<file path="config.mk">
export PLATFORM = sky130hd
export DESIGN_NAME = sws_link
export DESIGN_NICKNAME = d
export VERILOG_FILES = /design/src/inc/sws_pkg.sv /design/src/design/sws_link.sv /design/src/design/sws_sync.sv /design/src/design/sws_tick.sv
export SDC_FILE = /design/constraint.sdc
export NUM_CORES = 1
export LEC_CHECK = 0
export ABC_AREA = 1
export BUFFER_PORTS_ARGS = -buffer_cell sky130_fd_sc_hd__buf_4
export CORE_UTILIZATION = 30
export CTS_CLUSTER_DIAMETER = 80
export DETAILED_ROUTE_END_ITERATION = 8
export PLACE_DENSITY = 0.47
export SLEW_MARGIN = 20
export SYNTH_ARGS = -nofsm -noshare
export SYNTH_HDL_FRONTEND = slang
export SYNTH_SLANG_ARGS = --single-unit
</file>
<file path="constraint.sdc">
create_clock -name clk_in -period 2.2 [get_ports clk_in]
set_clock_uncertainty 0.2 [all_clocks]
set_input_delay 0.33 -clock clk_in [delete_from_list [all_inputs] [get_ports clk_in]]
set_output_delay 0.33 -clock clk_in [all_outputs]
set_load 0.01 [all_outputs]
</file>
<file path="src/inc/sws_pkg.sv">
package sws_pkg;

	// Clock and base tick: all link timing is counted in 1 us ticks
	localparam int CLK_MHZ = 100;
	localparam int TICK_US = 1;
	localparam int TICK_CYC = CLK_MHZ * TICK_US;
	localparam int CW = 10;

	// Reset pulse limits, in microseconds
	localparam int RST_STD_MIN_US = 120;
	localparam int RST_FAST_MIN_US = 16;
	localparam int RST_KEEP_MAX_US = 80;
	localparam int RST_CLEAR_MIN_US = 480;

	// Presence pulse timing, in microseconds
	localparam int PRES_WAIT_STD_US = 30;
	localparam int PRES_WAIT_FAST_US = 3;
	localparam int PRES_LOW_STD_US = 120;
	localparam int PRES_LOW_FAST_US = 12;

	// Slot timer: write sample point and read-zero release point
	localparam int SAMPLE_STD_US = 30;
	localparam int SAMPLE_FAST_US = 4;
	localparam int HOLD_STD_US = 30;
	localparam int HOLD_FAST_US = 4;

	// Same figures as tick counts at the width of the counters
	localparam logic [CW-1:0] RST_STD_MIN_TK = CW'(RST_STD_MIN_US / TICK_US);
	localparam logic [CW-1:0] RST_FAST_MIN_TK = CW'(RST_FAST_MIN_US / TICK_US);
	localparam logic [CW-1:0] RST_KEEP_MAX_TK = CW'(RST_KEEP_MAX_US / TICK_US);
	localparam logic [CW-1:0] RST_CLEAR_MIN_TK =
		CW'(RST_CLEAR_MIN_US / TICK_US);
	localparam logic [CW-1:0] PRES_WAIT_STD_TK =
		CW'(PRES_WAIT_STD_US / TICK_US);
	localparam logic [CW-1:0] PRES_WAIT_FAST_TK =
		CW'(PRES_WAIT_FAST_US / TICK_US);
	localparam logic [CW-1:0] PRES_LOW_STD_TK = CW'(PRES_LOW_STD_US / TICK_US);
	localparam logic [CW-1:0] PRES_LOW_FAST_TK =
		CW'(PRES_LOW_FAST_US / TICK_US);
	localparam logic [CW-1:0] SAMPLE_STD_TK = CW'(SAMPLE_STD_US / TICK_US);
	localparam logic [CW-1:0] SAMPLE_FAST_TK = CW'(SAMPLE_FAST_US / TICK_US);
	localparam logic [CW-1:0] HOLD_STD_TK = CW'(HOLD_STD_US / TICK_US);
	localparam logic [CW-1:0] HOLD_FAST_TK = CW'(HOLD_FAST_US / TICK_US);
	localparam logic [CW-1:0] CNT_MAX = {CW{1'b1}};

	// Address-level command codes and frame sizes
	localparam logic [7:0] CMD_SKIP = 8'hCC;
	localparam logic [7:0] CMD_FAST_SKIP = 8'h3C;
	localparam logic [7:0] CMD_FAST_MATCH = 8'h69;
	localparam int CMD_BITS = 8;
	localparam int ROM_BITS = 64;

	// Link states
	typedef enum logic [2:0] {
		ST_WAIT_RST = 3'b000,
		ST_PRES_WAIT = 3'b001,
		ST_PRES_LOW = 3'b010,
		ST_ROM_CMD = 3'b011,
		ST_MATCH = 3'b100,
		ST_FUNC = 3'b101,
		ST_IDLE = 3'b110
	} sws_state_t;

endpackage

</file>
<file path="src/design/sws_link.sv">
`timescale 1ns/1ps
module sws_link #(
	parameter int TICK_DIV = sws_pkg::TICK_CYC
) (
	input wire logic clk_in,
	input wire logic rst_b_in,
	input wire logic line_in,
	output logic line_out,
	output logic line_oe_out,
	input wire logic [63:0] rom_code_in,
	input wire logic tx_en_in,
	input wire logic tx_bit_in,
	output logic slot_start_out,
	output logic rx_bit_out,
	output logic rx_valid_out,
	output logic selected_out,
	output logic fast_speed_flag_out,
	output logic link_reset_out
);
	localparam int CW = sws_pkg::CW;

	sws_pkg::sws_state_t state_reg;
	logic line_s;
	logic line_d_reg;
	logic fall;
	logic rise;
	logic tick;
	logic fast;
	logic fast_speed_flag_reg;
	logic match_fast_reg;
	logic low_fast_reg;
	logic [CW-1:0] low_cnt_reg;
	logic [CW-1:0] tmr_reg;
	logic [CW-1:0] slot_tmr_reg;
	logic slot_act_reg;
	logic drive_zero_reg;
	logic pres_drive;
	logic bus_reset;
	logic in_pres;
	logic sample_now;
	logic hold_end;
	logic [7:0] cmd_reg;
	logic [7:0] cmd_full;
	logic [5:0] bit_cnt_reg;
	logic mism_reg;
	logic rom_bit;

	// Pick a standard or fast figure according to the current speed
	function automatic logic [CW-1:0] pick(input logic f,
		input logic [CW-1:0] std_v, input logic [CW-1:0] fast_v);
		pick = f ? fast_v : std_v;
	endfunction

	sws_sync u_sync (
		.clk_in(clk_in),
		.rst_b_in(rst_b_in),
		.async_in(line_in),
		.sync_out(line_s)
	);

	sws_tick #(
		.DIV(TICK_DIV)
	) u_tick (
		.clk_in(clk_in),
		.rst_b_in(rst_b_in),
		.restart_in(fall | rise),
		.tick_out(tick)
	);

	// Edge detection works only on the synchronised level
	always_ff @(posedge clk_in or negedge rst_b_in) begin
		if (!rst_b_in) begin
			line_d_reg <= 1'b1;
		end else begin
			line_d_reg <= line_s;
		end
	end

	assign fall = line_d_reg & ~line_s;
	assign rise = ~line_d_reg & line_s;

	// Fast timing also covers the ROM bits that follow a fast-match code
	assign fast = fast_speed_flag_reg | match_fast_reg;
	assign in_pres = (state_reg == sws_pkg::ST_PRES_WAIT) ||
		(state_reg == sws_pkg::ST_PRES_LOW);

	// Low-time meter; cleared while we pull so our own pulses never count
	always_ff @(posedge clk_in or negedge rst_b_in) begin
		if (!rst_b_in) begin
			low_cnt_reg <= '0;
		end else if (fall || line_oe_out) begin
			low_cnt_reg <= '0;
		end else if (!line_s && tick && low_cnt_reg != sws_pkg::CNT_MAX) begin
			low_cnt_reg <= low_cnt_reg + 1'b1;
		end
	end

	// Speed in force when the line went low; a command that switches speed
	// at its last sample must not turn the rest of that slot into a reset
	always_ff @(posedge clk_in or negedge rst_b_in) begin
		if (!rst_b_in) begin
			low_fast_reg <= 1'b0;
		end else if (fall) begin
			low_fast_reg <= fast;
		end
	end

	// A long enough low ended by a rise is a bus reset, fast or standard
	assign bus_reset = rise && !in_pres && (low_cnt_reg >= pick(low_fast_reg,
		sws_pkg::RST_STD_MIN_TK, sws_pkg::RST_FAST_MIN_TK));

	// Presence pulse is the only falling edge this end creates
	assign pres_drive = (state_reg == sws_pkg::ST_PRES_LOW);

	// Slot timer started by the master's falling edge
	always_ff @(posedge clk_in or negedge rst_b_in) begin
		if (!rst_b_in) begin
			slot_act_reg <= 1'b0;
			slot_tmr_reg <= '0;
		end else if (bus_reset) begin
			slot_act_reg <= 1'b0;
			slot_tmr_reg <= '0;
		end else if (fall && !in_pres && !slot_act_reg) begin
			slot_act_reg <= 1'b1;
			slot_tmr_reg <= '0;
		end else if (slot_act_reg && hold_end) begin
			slot_act_reg <= 1'b0;
			slot_tmr_reg <= '0;
		end else if (slot_act_reg && tick) begin
			slot_tmr_reg <= slot_tmr_reg + 1'b1;
		end
	end

	// Sample and release points are ticks counted from the falling edge
	assign sample_now = slot_act_reg && tick && (slot_tmr_reg == pick(fast,
		sws_pkg::SAMPLE_STD_TK, sws_pkg::SAMPLE_FAST_TK) - 1'b1);
	assign hold_end = tick && (slot_tmr_reg >= pick(fast,
		sws_pkg::HOLD_STD_TK, sws_pkg::HOLD_FAST_TK) - 1'b1);

	// Read-zero pulldown; the bit is taken at the slot's falling edge
	always_ff @(posedge clk_in or negedge rst_b_in) begin
		if (!rst_b_in) begin
			drive_zero_reg <= 1'b0;
		end else if (bus_reset) begin
			drive_zero_reg <= 1'b0;
		end else if (fall && !in_pres && !slot_act_reg) begin
			drive_zero_reg <= (state_reg == sws_pkg::ST_FUNC) &&
				tx_en_in && !tx_bit_in;
		end else if (slot_act_reg && hold_end) begin
			drive_zero_reg <= 1'b0;
		end
	end

	// Open drain: the pin is only ever pulled low, never driven high
	assign line_out = 1'b0;
	assign line_oe_out = pres_drive | drive_zero_reg;
	assign slot_start_out = fall && !in_pres && !slot_act_reg &&
		(state_reg == sws_pkg::ST_FUNC);

	// Bits arrive least significant first
	assign cmd_full = {line_s, cmd_reg[7:1]};
	assign rom_bit = rom_code_in[bit_cnt_reg];

	// Link sequencer: reset, presence, command, match, function phase
	always_ff @(posedge clk_in or negedge rst_b_in) begin
		if (!rst_b_in) begin
			state_reg <= sws_pkg::ST_WAIT_RST;
			tmr_reg <= '0;
			cmd_reg <= 8'h00;
			bit_cnt_reg <= 6'h00;
			mism_reg <= 1'b0;
		end else if (bus_reset) begin
			state_reg <= sws_pkg::ST_PRES_WAIT;
			tmr_reg <= '0;
			bit_cnt_reg <= 6'h00;
			mism_reg <= 1'b0;
		end else begin
			unique case (state_reg)
			sws_pkg::ST_WAIT_RST, sws_pkg::ST_IDLE: begin
				tmr_reg <= '0;
			end
			sws_pkg::ST_PRES_WAIT: begin
				if (tick && tmr_reg >= pick(fast, sws_pkg::PRES_WAIT_STD_TK,
					sws_pkg::PRES_WAIT_FAST_TK) - 1'b1) begin
					state_reg <= sws_pkg::ST_PRES_LOW;
					tmr_reg <= '0;
				end else if (tick) begin
					tmr_reg <= tmr_reg + 1'b1;
				end
			end
			sws_pkg::ST_PRES_LOW: begin
				if (tick && tmr_reg >= pick(fast, sws_pkg::PRES_LOW_STD_TK,
					sws_pkg::PRES_LOW_FAST_TK) - 1'b1) begin
					state_reg <= sws_pkg::ST_ROM_CMD;
					tmr_reg <= '0;
				end else if (tick) begin
					tmr_reg <= tmr_reg + 1'b1;
				end
			end
			sws_pkg::ST_ROM_CMD: begin
				if (sample_now) begin
					cmd_reg <= cmd_full;
					bit_cnt_reg <= bit_cnt_reg + 1'b1;
					if (bit_cnt_reg == 6'(sws_pkg::CMD_BITS - 1)) begin
						bit_cnt_reg <= 6'h00;
						if (cmd_full == sws_pkg::CMD_SKIP ||
							cmd_full == sws_pkg::CMD_FAST_SKIP) begin
							state_reg <= sws_pkg::ST_FUNC;
						end else if (cmd_full == sws_pkg::CMD_FAST_MATCH) begin
							state_reg <= sws_pkg::ST_MATCH;
						end else begin
							state_reg <= sws_pkg::ST_IDLE;
						end
					end
				end
			end
			sws_pkg::ST_MATCH: begin
				if (sample_now) begin
					bit_cnt_reg <= bit_cnt_reg + 1'b1;
					mism_reg <= mism_reg | (line_s != rom_bit);
					if (bit_cnt_reg == 6'(sws_pkg::ROM_BITS - 1)) begin
						if (!mism_reg && line_s == rom_bit) begin
							state_reg <= sws_pkg::ST_FUNC;
						end else begin
							state_reg <= sws_pkg::ST_IDLE;
						end
					end
				end
			end
			sws_pkg::ST_FUNC: begin
				tmr_reg <= '0;
			end
			default: begin
				state_reg <= sws_pkg::ST_WAIT_RST;
			end
			endcase
		end
	end

	// Fast speed flag; a set from a command can never meet a clear here
	// because both sit on different bus events
	always_ff @(posedge clk_in or negedge rst_b_in) begin
		if (!rst_b_in) begin
			fast_speed_flag_reg <= 1'b0;
		end else if (bus_reset) begin
			if (low_cnt_reg >= sws_pkg::RST_CLEAR_MIN_TK) begin
				fast_speed_flag_reg <= 1'b0;
			end else if (low_cnt_reg <= sws_pkg::RST_KEEP_MAX_TK) begin
				fast_speed_flag_reg <= fast_speed_flag_reg;
			end else begin
				// Middle band is undefined; keeping the flag is simplest
				fast_speed_flag_reg <= fast_speed_flag_reg;
			end
		end else if (sample_now && state_reg == sws_pkg::ST_ROM_CMD &&
			bit_cnt_reg == 6'(sws_pkg::CMD_BITS - 1) &&
			cmd_full == sws_pkg::CMD_FAST_SKIP) begin
			fast_speed_flag_reg <= 1'b1;
		end else if (sample_now && state_reg == sws_pkg::ST_MATCH &&
			bit_cnt_reg == 6'(sws_pkg::ROM_BITS - 1) &&
			!mism_reg && line_s == rom_bit) begin
			fast_speed_flag_reg <= 1'b1;
		end
		// A mismatch never clears the flag, so earlier fast slaves stay fast
	end

	// Fast timing for the ROM bits after a fast-match code; kept until the
	// next reset so a losing slave still sees a fast reset pulse
	always_ff @(posedge clk_in or negedge rst_b_in) begin
		if (!rst_b_in) begin
			match_fast_reg <= 1'b0;
		end else if (bus_reset) begin
			match_fast_reg <= 1'b0;
		end else if (sample_now && state_reg == sws_pkg::ST_ROM_CMD &&
			bit_cnt_reg == 6'(sws_pkg::CMD_BITS - 1) &&
			cmd_full == sws_pkg::CMD_FAST_MATCH) begin
			match_fast_reg <= 1'b1;
		end
	end

	// Function-phase bit delivery and status outputs
	always_ff @(posedge clk_in or negedge rst_b_in) begin
		if (!rst_b_in) begin
			rx_bit_out <= 1'b0;
			rx_valid_out <= 1'b0;
			link_reset_out <= 1'b0;
			selected_out <= 1'b0;
		end else begin
			rx_valid_out <= sample_now && state_reg == sws_pkg::ST_FUNC;
			if (sample_now && state_reg == sws_pkg::ST_FUNC) begin
				rx_bit_out <= line_s;
			end
			link_reset_out <= bus_reset;
			selected_out <= !bus_reset && (state_reg == sws_pkg::ST_FUNC ||
				(sample_now && (state_reg == sws_pkg::ST_ROM_CMD ||
				state_reg == sws_pkg::ST_MATCH) && selected_out));
			if (state_reg == sws_pkg::ST_FUNC) begin
				selected_out <= !bus_reset;
			end
		end
	end

	assign fast_speed_flag_out = fast_speed_flag_reg;

endmodule

</file>
<file path="src/design/sws_sync.sv">
`timescale 1ns/1ps
// Two-stage synchroniser for a pin; idle level of the bus is high
module sws_sync (
	input wire logic clk_in,
	input wire logic rst_b_in,
	input wire logic async_in,
	output logic sync_out
);
	logic meta_reg;

	// First stage feeds only the second stage
	always_ff @(posedge clk_in or negedge rst_b_in) begin
		if (!rst_b_in) begin
			meta_reg <= 1'b1;
			sync_out <= 1'b1;
		end else begin
			meta_reg <= async_in;
			sync_out <= meta_reg;
		end
	end
endmodule

</file>
<file path="src/design/sws_tick.sv">
`timescale 1ns/1ps
// Microsecond tick divider; restart re-phases it to a line edge
module sws_tick #(
	parameter int DIV = sws_pkg::TICK_CYC
) (
	input wire logic clk_in,
	input wire logic rst_b_in,
	input wire logic restart_in,
	output logic tick_out
);
	localparam int DW = $clog2(DIV + 1);
	localparam logic [DW-1:0] LAST = DW'(DIV - 1);
	logic [DW-1:0] div_reg;

	// Restarting on an edge removes up to a tick of slot timing jitter
	always_ff @(posedge clk_in or negedge rst_b_in) begin
		if (!rst_b_in) begin
			div_reg <= '0;
			tick_out <= 1'b0;
		end else if (restart_in) begin
			div_reg <= '0;
			tick_out <= 1'b0;
		end else if (div_reg == LAST) begin
			div_reg <= '0;
			tick_out <= 1'b1;
		end else begin
			div_reg <= div_reg + 1'b1;
			tick_out <= 1'b0;
		end
	end
endmodule

</file>
==> flow_summary_export.csv <==
group,metric,value,unit
grt,grt_pass1_wl,21.0,mm
cts,cts_htree_levels,3,
route,wl,12.7,mm
route,wl_per_cell,13.1,um
grt,overflow,0,
yosys,netlist_area,4630,um2
grt,grt_max_degree,43,
cts,clk_pin_slew_worst_paths,0.06,ns
pwr,clock_power_share,50.0,%
setup_path,required,2.23,ns
timing,finalCritPeriodShare,103,%
yosys,ys_seq_area_share,36.3,%
setup_path,crit_buf_inv,2,
yosys,ys.warnings.count,0,
yosys,syn_inst,660,
min_path,hold_depth,4,
run,drv_cap,0,
setup_path,cp_top_family,"simple AND/OR/NAND/NOR gates",
pwr,internal_power,2.30,mW
timing,hold_viol,0,
floorplanning,die_area,15900,um2
place,portBuffers,75,
setup_path,max_stage_delay,0.39,ns
run_status,status,"finished with violations",
grt,grt_pass1_vias,4496,
route,vias,4560,
cells_and_area,area_growth_syn_to_layout,38.2,%
setup_path,r2r_start,"fast_speed_flag_out",
min_path,hp-class,"in2reg",
floorplanning,start_util,30.6,%
yosys,synthDistinctLibCells,44,
cells_and_area,drive_above_1_share,28.8,%
setup_path,path_cells,"inv_2, nand2_4, ha_1, nand2_1, nor3_2, nand2_2, o21ai_1, nand3b_1, nand2_2, nand3_4, nor2_2, nand3_1, nand2_1, inv_1",
yosys,synth_edf_count,0,
yosys,synth_area_per_cell,7.02,um2
yosys,yosysMostFrequentCell,"nand2_1",
route,drc,0,
grt,grtUsageTotal,16.4,%
setup_path,worst-setup-path-type,"reg2reg",
cts,clk_latency,0.34,ns
setup_path,cp_max_fo,7,
timing,rsz0062_at_grt,"true",
yosys,synth-async-reset-ratio,100,%
floorplanning,fp.coreArea,15100,um2
route,ant_nets,0,
pwr,p_switching,628,uW
floorplanning,fp-row-count,45,
pwr,power_frac_comb,7.1,%
min_path,holdCritStartpoint,"tx_bit_in",
cells_and_area,antenna_cells,0,
pwr,p_sw_share,21.4,%
run_status,violations,"setup timing",
timing,setup_viol,7,
setup_path,end_kind,"flop",
cells_and_area,final_area,6400,um2
route,avgViaCountPerCell,4.68,
setup_path,start_kind,"flop",
floorplanning,fp.dieH,126,um
pwr,vdd_ir_drop_max,411,uV
timing,worst_slack,-0.0569,ns
yosys,ys_ff_latch,67,
timing,post-route-min-period,2.26,ns
timing,fmaxAchievable,0.443,GHz
cts,clkSinkCount,67,
pwr,power.density,458,nW/um2
cts,cts_buffers,9,
cts,root_buffer,"clkbuf_16",
min_path,hold_end,"drive_zero_reg",
setup_path,slowest_stage,"dfrtp_1",
place,dpl_cell_area,5630,um2
yosys,ys_top_cells_by_area,"dfrtp_1 (35%), nand2_1 (15%), inv_1 (7.7%), nand3_1 (6.9%), ha_1 (5.4%)",
yosys,yosysTopAreaCell,"dfrtp_1",
pwr,p_seq_share,42.9,%
grt,antenna_found_initial,0,
yosys,synth.top_cells.by_count,"nand2_1 (181), inv_1 (95), dfrtp_1 (64), nand3_1 (64), nor2_1 (62)",
setup_path,r2r_end,"state_reg[0]",
yosys,synth_top_area_share,34.6,%
yosys,syn_nets,749,
route,drtPass1Iterations,6,
cts,cts_buffer_depth,2,
setup_path,r2r_setup_slack,-0.06,ns
cells_and_area,nNetsFinal,870,
floorplanning,dieWidth,126,um
yosys,synth_flop_cell,"dfrtp_1",
setup_path,cp.arrival,2.29,ns
pwr,total_power,2.93,mW
route,drtIter0Drc,185,
place,place_congestion,0.851,
place,dpl.hpwl,9.26,mm
floorplanning,ioPinCount,77,
pwr,power.leakage,3.17,nW
timing,slew_viol_final,0,
setup_path,reg2reg_depth,14,
cts,cts_tree,"done",
-- per-stage QoR --
step / setup TNS [ns] / utilization (%) / std cells / hold slack [ns] / setup WS [ns]
after floorplan: 0 / - / 660 / -0.166 / 0.0106
after global placement: -0.552 / 37.2 / 940 / 0.0694 / -0.125
after detailed placement: -1.74 / 37.2 / 940 / 0.0806 / -0.158
after CTS: -0.364 / 40.0 / 962 / 0.0480 / -0.0872
after global routing: -2.88 / 42.3 / 974 / 0.0753 / -0.230
final: -0.220 / 42.3 / 974 / 0.0591 / -0.0569
-- worst register-to-register path: stages (launching register included) --
cell and delay [ns]:
dfrtp_1 0.39, inv_2 0.07, nand2_4 0.09, ha_1 0.30, nand2_1 0.06, nor3_2 0.23
nand2_2 0.13, o21ai_1 0.13, nand3b_1 0.10, nand2_2 0.08, nand3_4 0.11, nor2_2 0.09
nand3_1 0.08, nand2_1 0.07, inv_1 0.03
-- cell type report --
type                    instances  area, um2
clock inverters                 2       35.0
multi-input cells             469       2700
repair buffers                129       1070
clock buffers                  14        264
flip-flops and latches         67       1680
inverters                     105        419
well taps                     188        235
fillers                      1516       8740
-- routing by layer --
layer / vias up / track usage, % / wire length [um]
met1: 2118 / 19.8 / 5790
li1: 2360 / - / -
met3: 14 / 3.27 / 421
met5: - / 0 / 0
met4: 0 / 6.17 / 178
met2: 68 / 28.7 / 6360
-- how the worst max path moves through the flow --
stage                              startpoint        endpoint  depth (start not counted)
final                     fast_speed_flag_out    state_reg[0]                         14
after global placement         match_fast_reg  match_fast_reg                         10
after detailed placement       match_fast_reg  match_fast_reg                         10
after floorplan           fast_speed_flag_out    state_reg[0]                         14
after CTS                      match_fast_reg    state_reg[0]                         15
after global routing           match_fast_reg    state_reg[0]                         14
-- power by group through the flow --
stage	Clock, mW	Sequential (mW)	Combinational [mW]
floorplan	0	1.28	0.0631
global placement	0	1.28	0.203
detailed placement	0	1.28	0.207
CTS	1.51	1.26	0.211
global route	1.55	1.26	0.239
finish	1.46	1.26	0.209
-- placed cells by master, fill, tap and decap left out, types with 9 or more instances in the layout --
master	n
ha_1	15
nor2_1	56
o21ai_1	15
inv_2	13
nand2_1	168
clkbuf_16	9
dfrtp_1	63
inv_1	88
o21ai_0	22
a21oi_1	21
nand2_2	11
buf_4	116
nand3_1	62
-- logic make-up after synthesis --
logic type / count (synthesis) / synth area share, %
AO/OA/AOI/OAI: 80 / 9.67
buffers and inverters: 125 / 12.2
flip-flops: 67 / 36.3
adder cells (fa/ha/maj): 20 / 5.40
XOR/XNOR: 8 / 1.51
other: 1 / 0.0809
AND/OR/NAND/NOR: 356 / 34.1
multiplexers: 3 / 0.729
-- timing repair --
item | 4_1_cts | 5_1_grt
hold endpoints to repair | 26 | 0
gates resized for setup | 18 | 60
setup buffers | 4 | 11
endpoints found under the setup margin | 25 | 48
cloned | 0 | 1
pin swaps | 9 | 16
hold buffers | 2 | 0
Power figures use the tool's default switching activity.
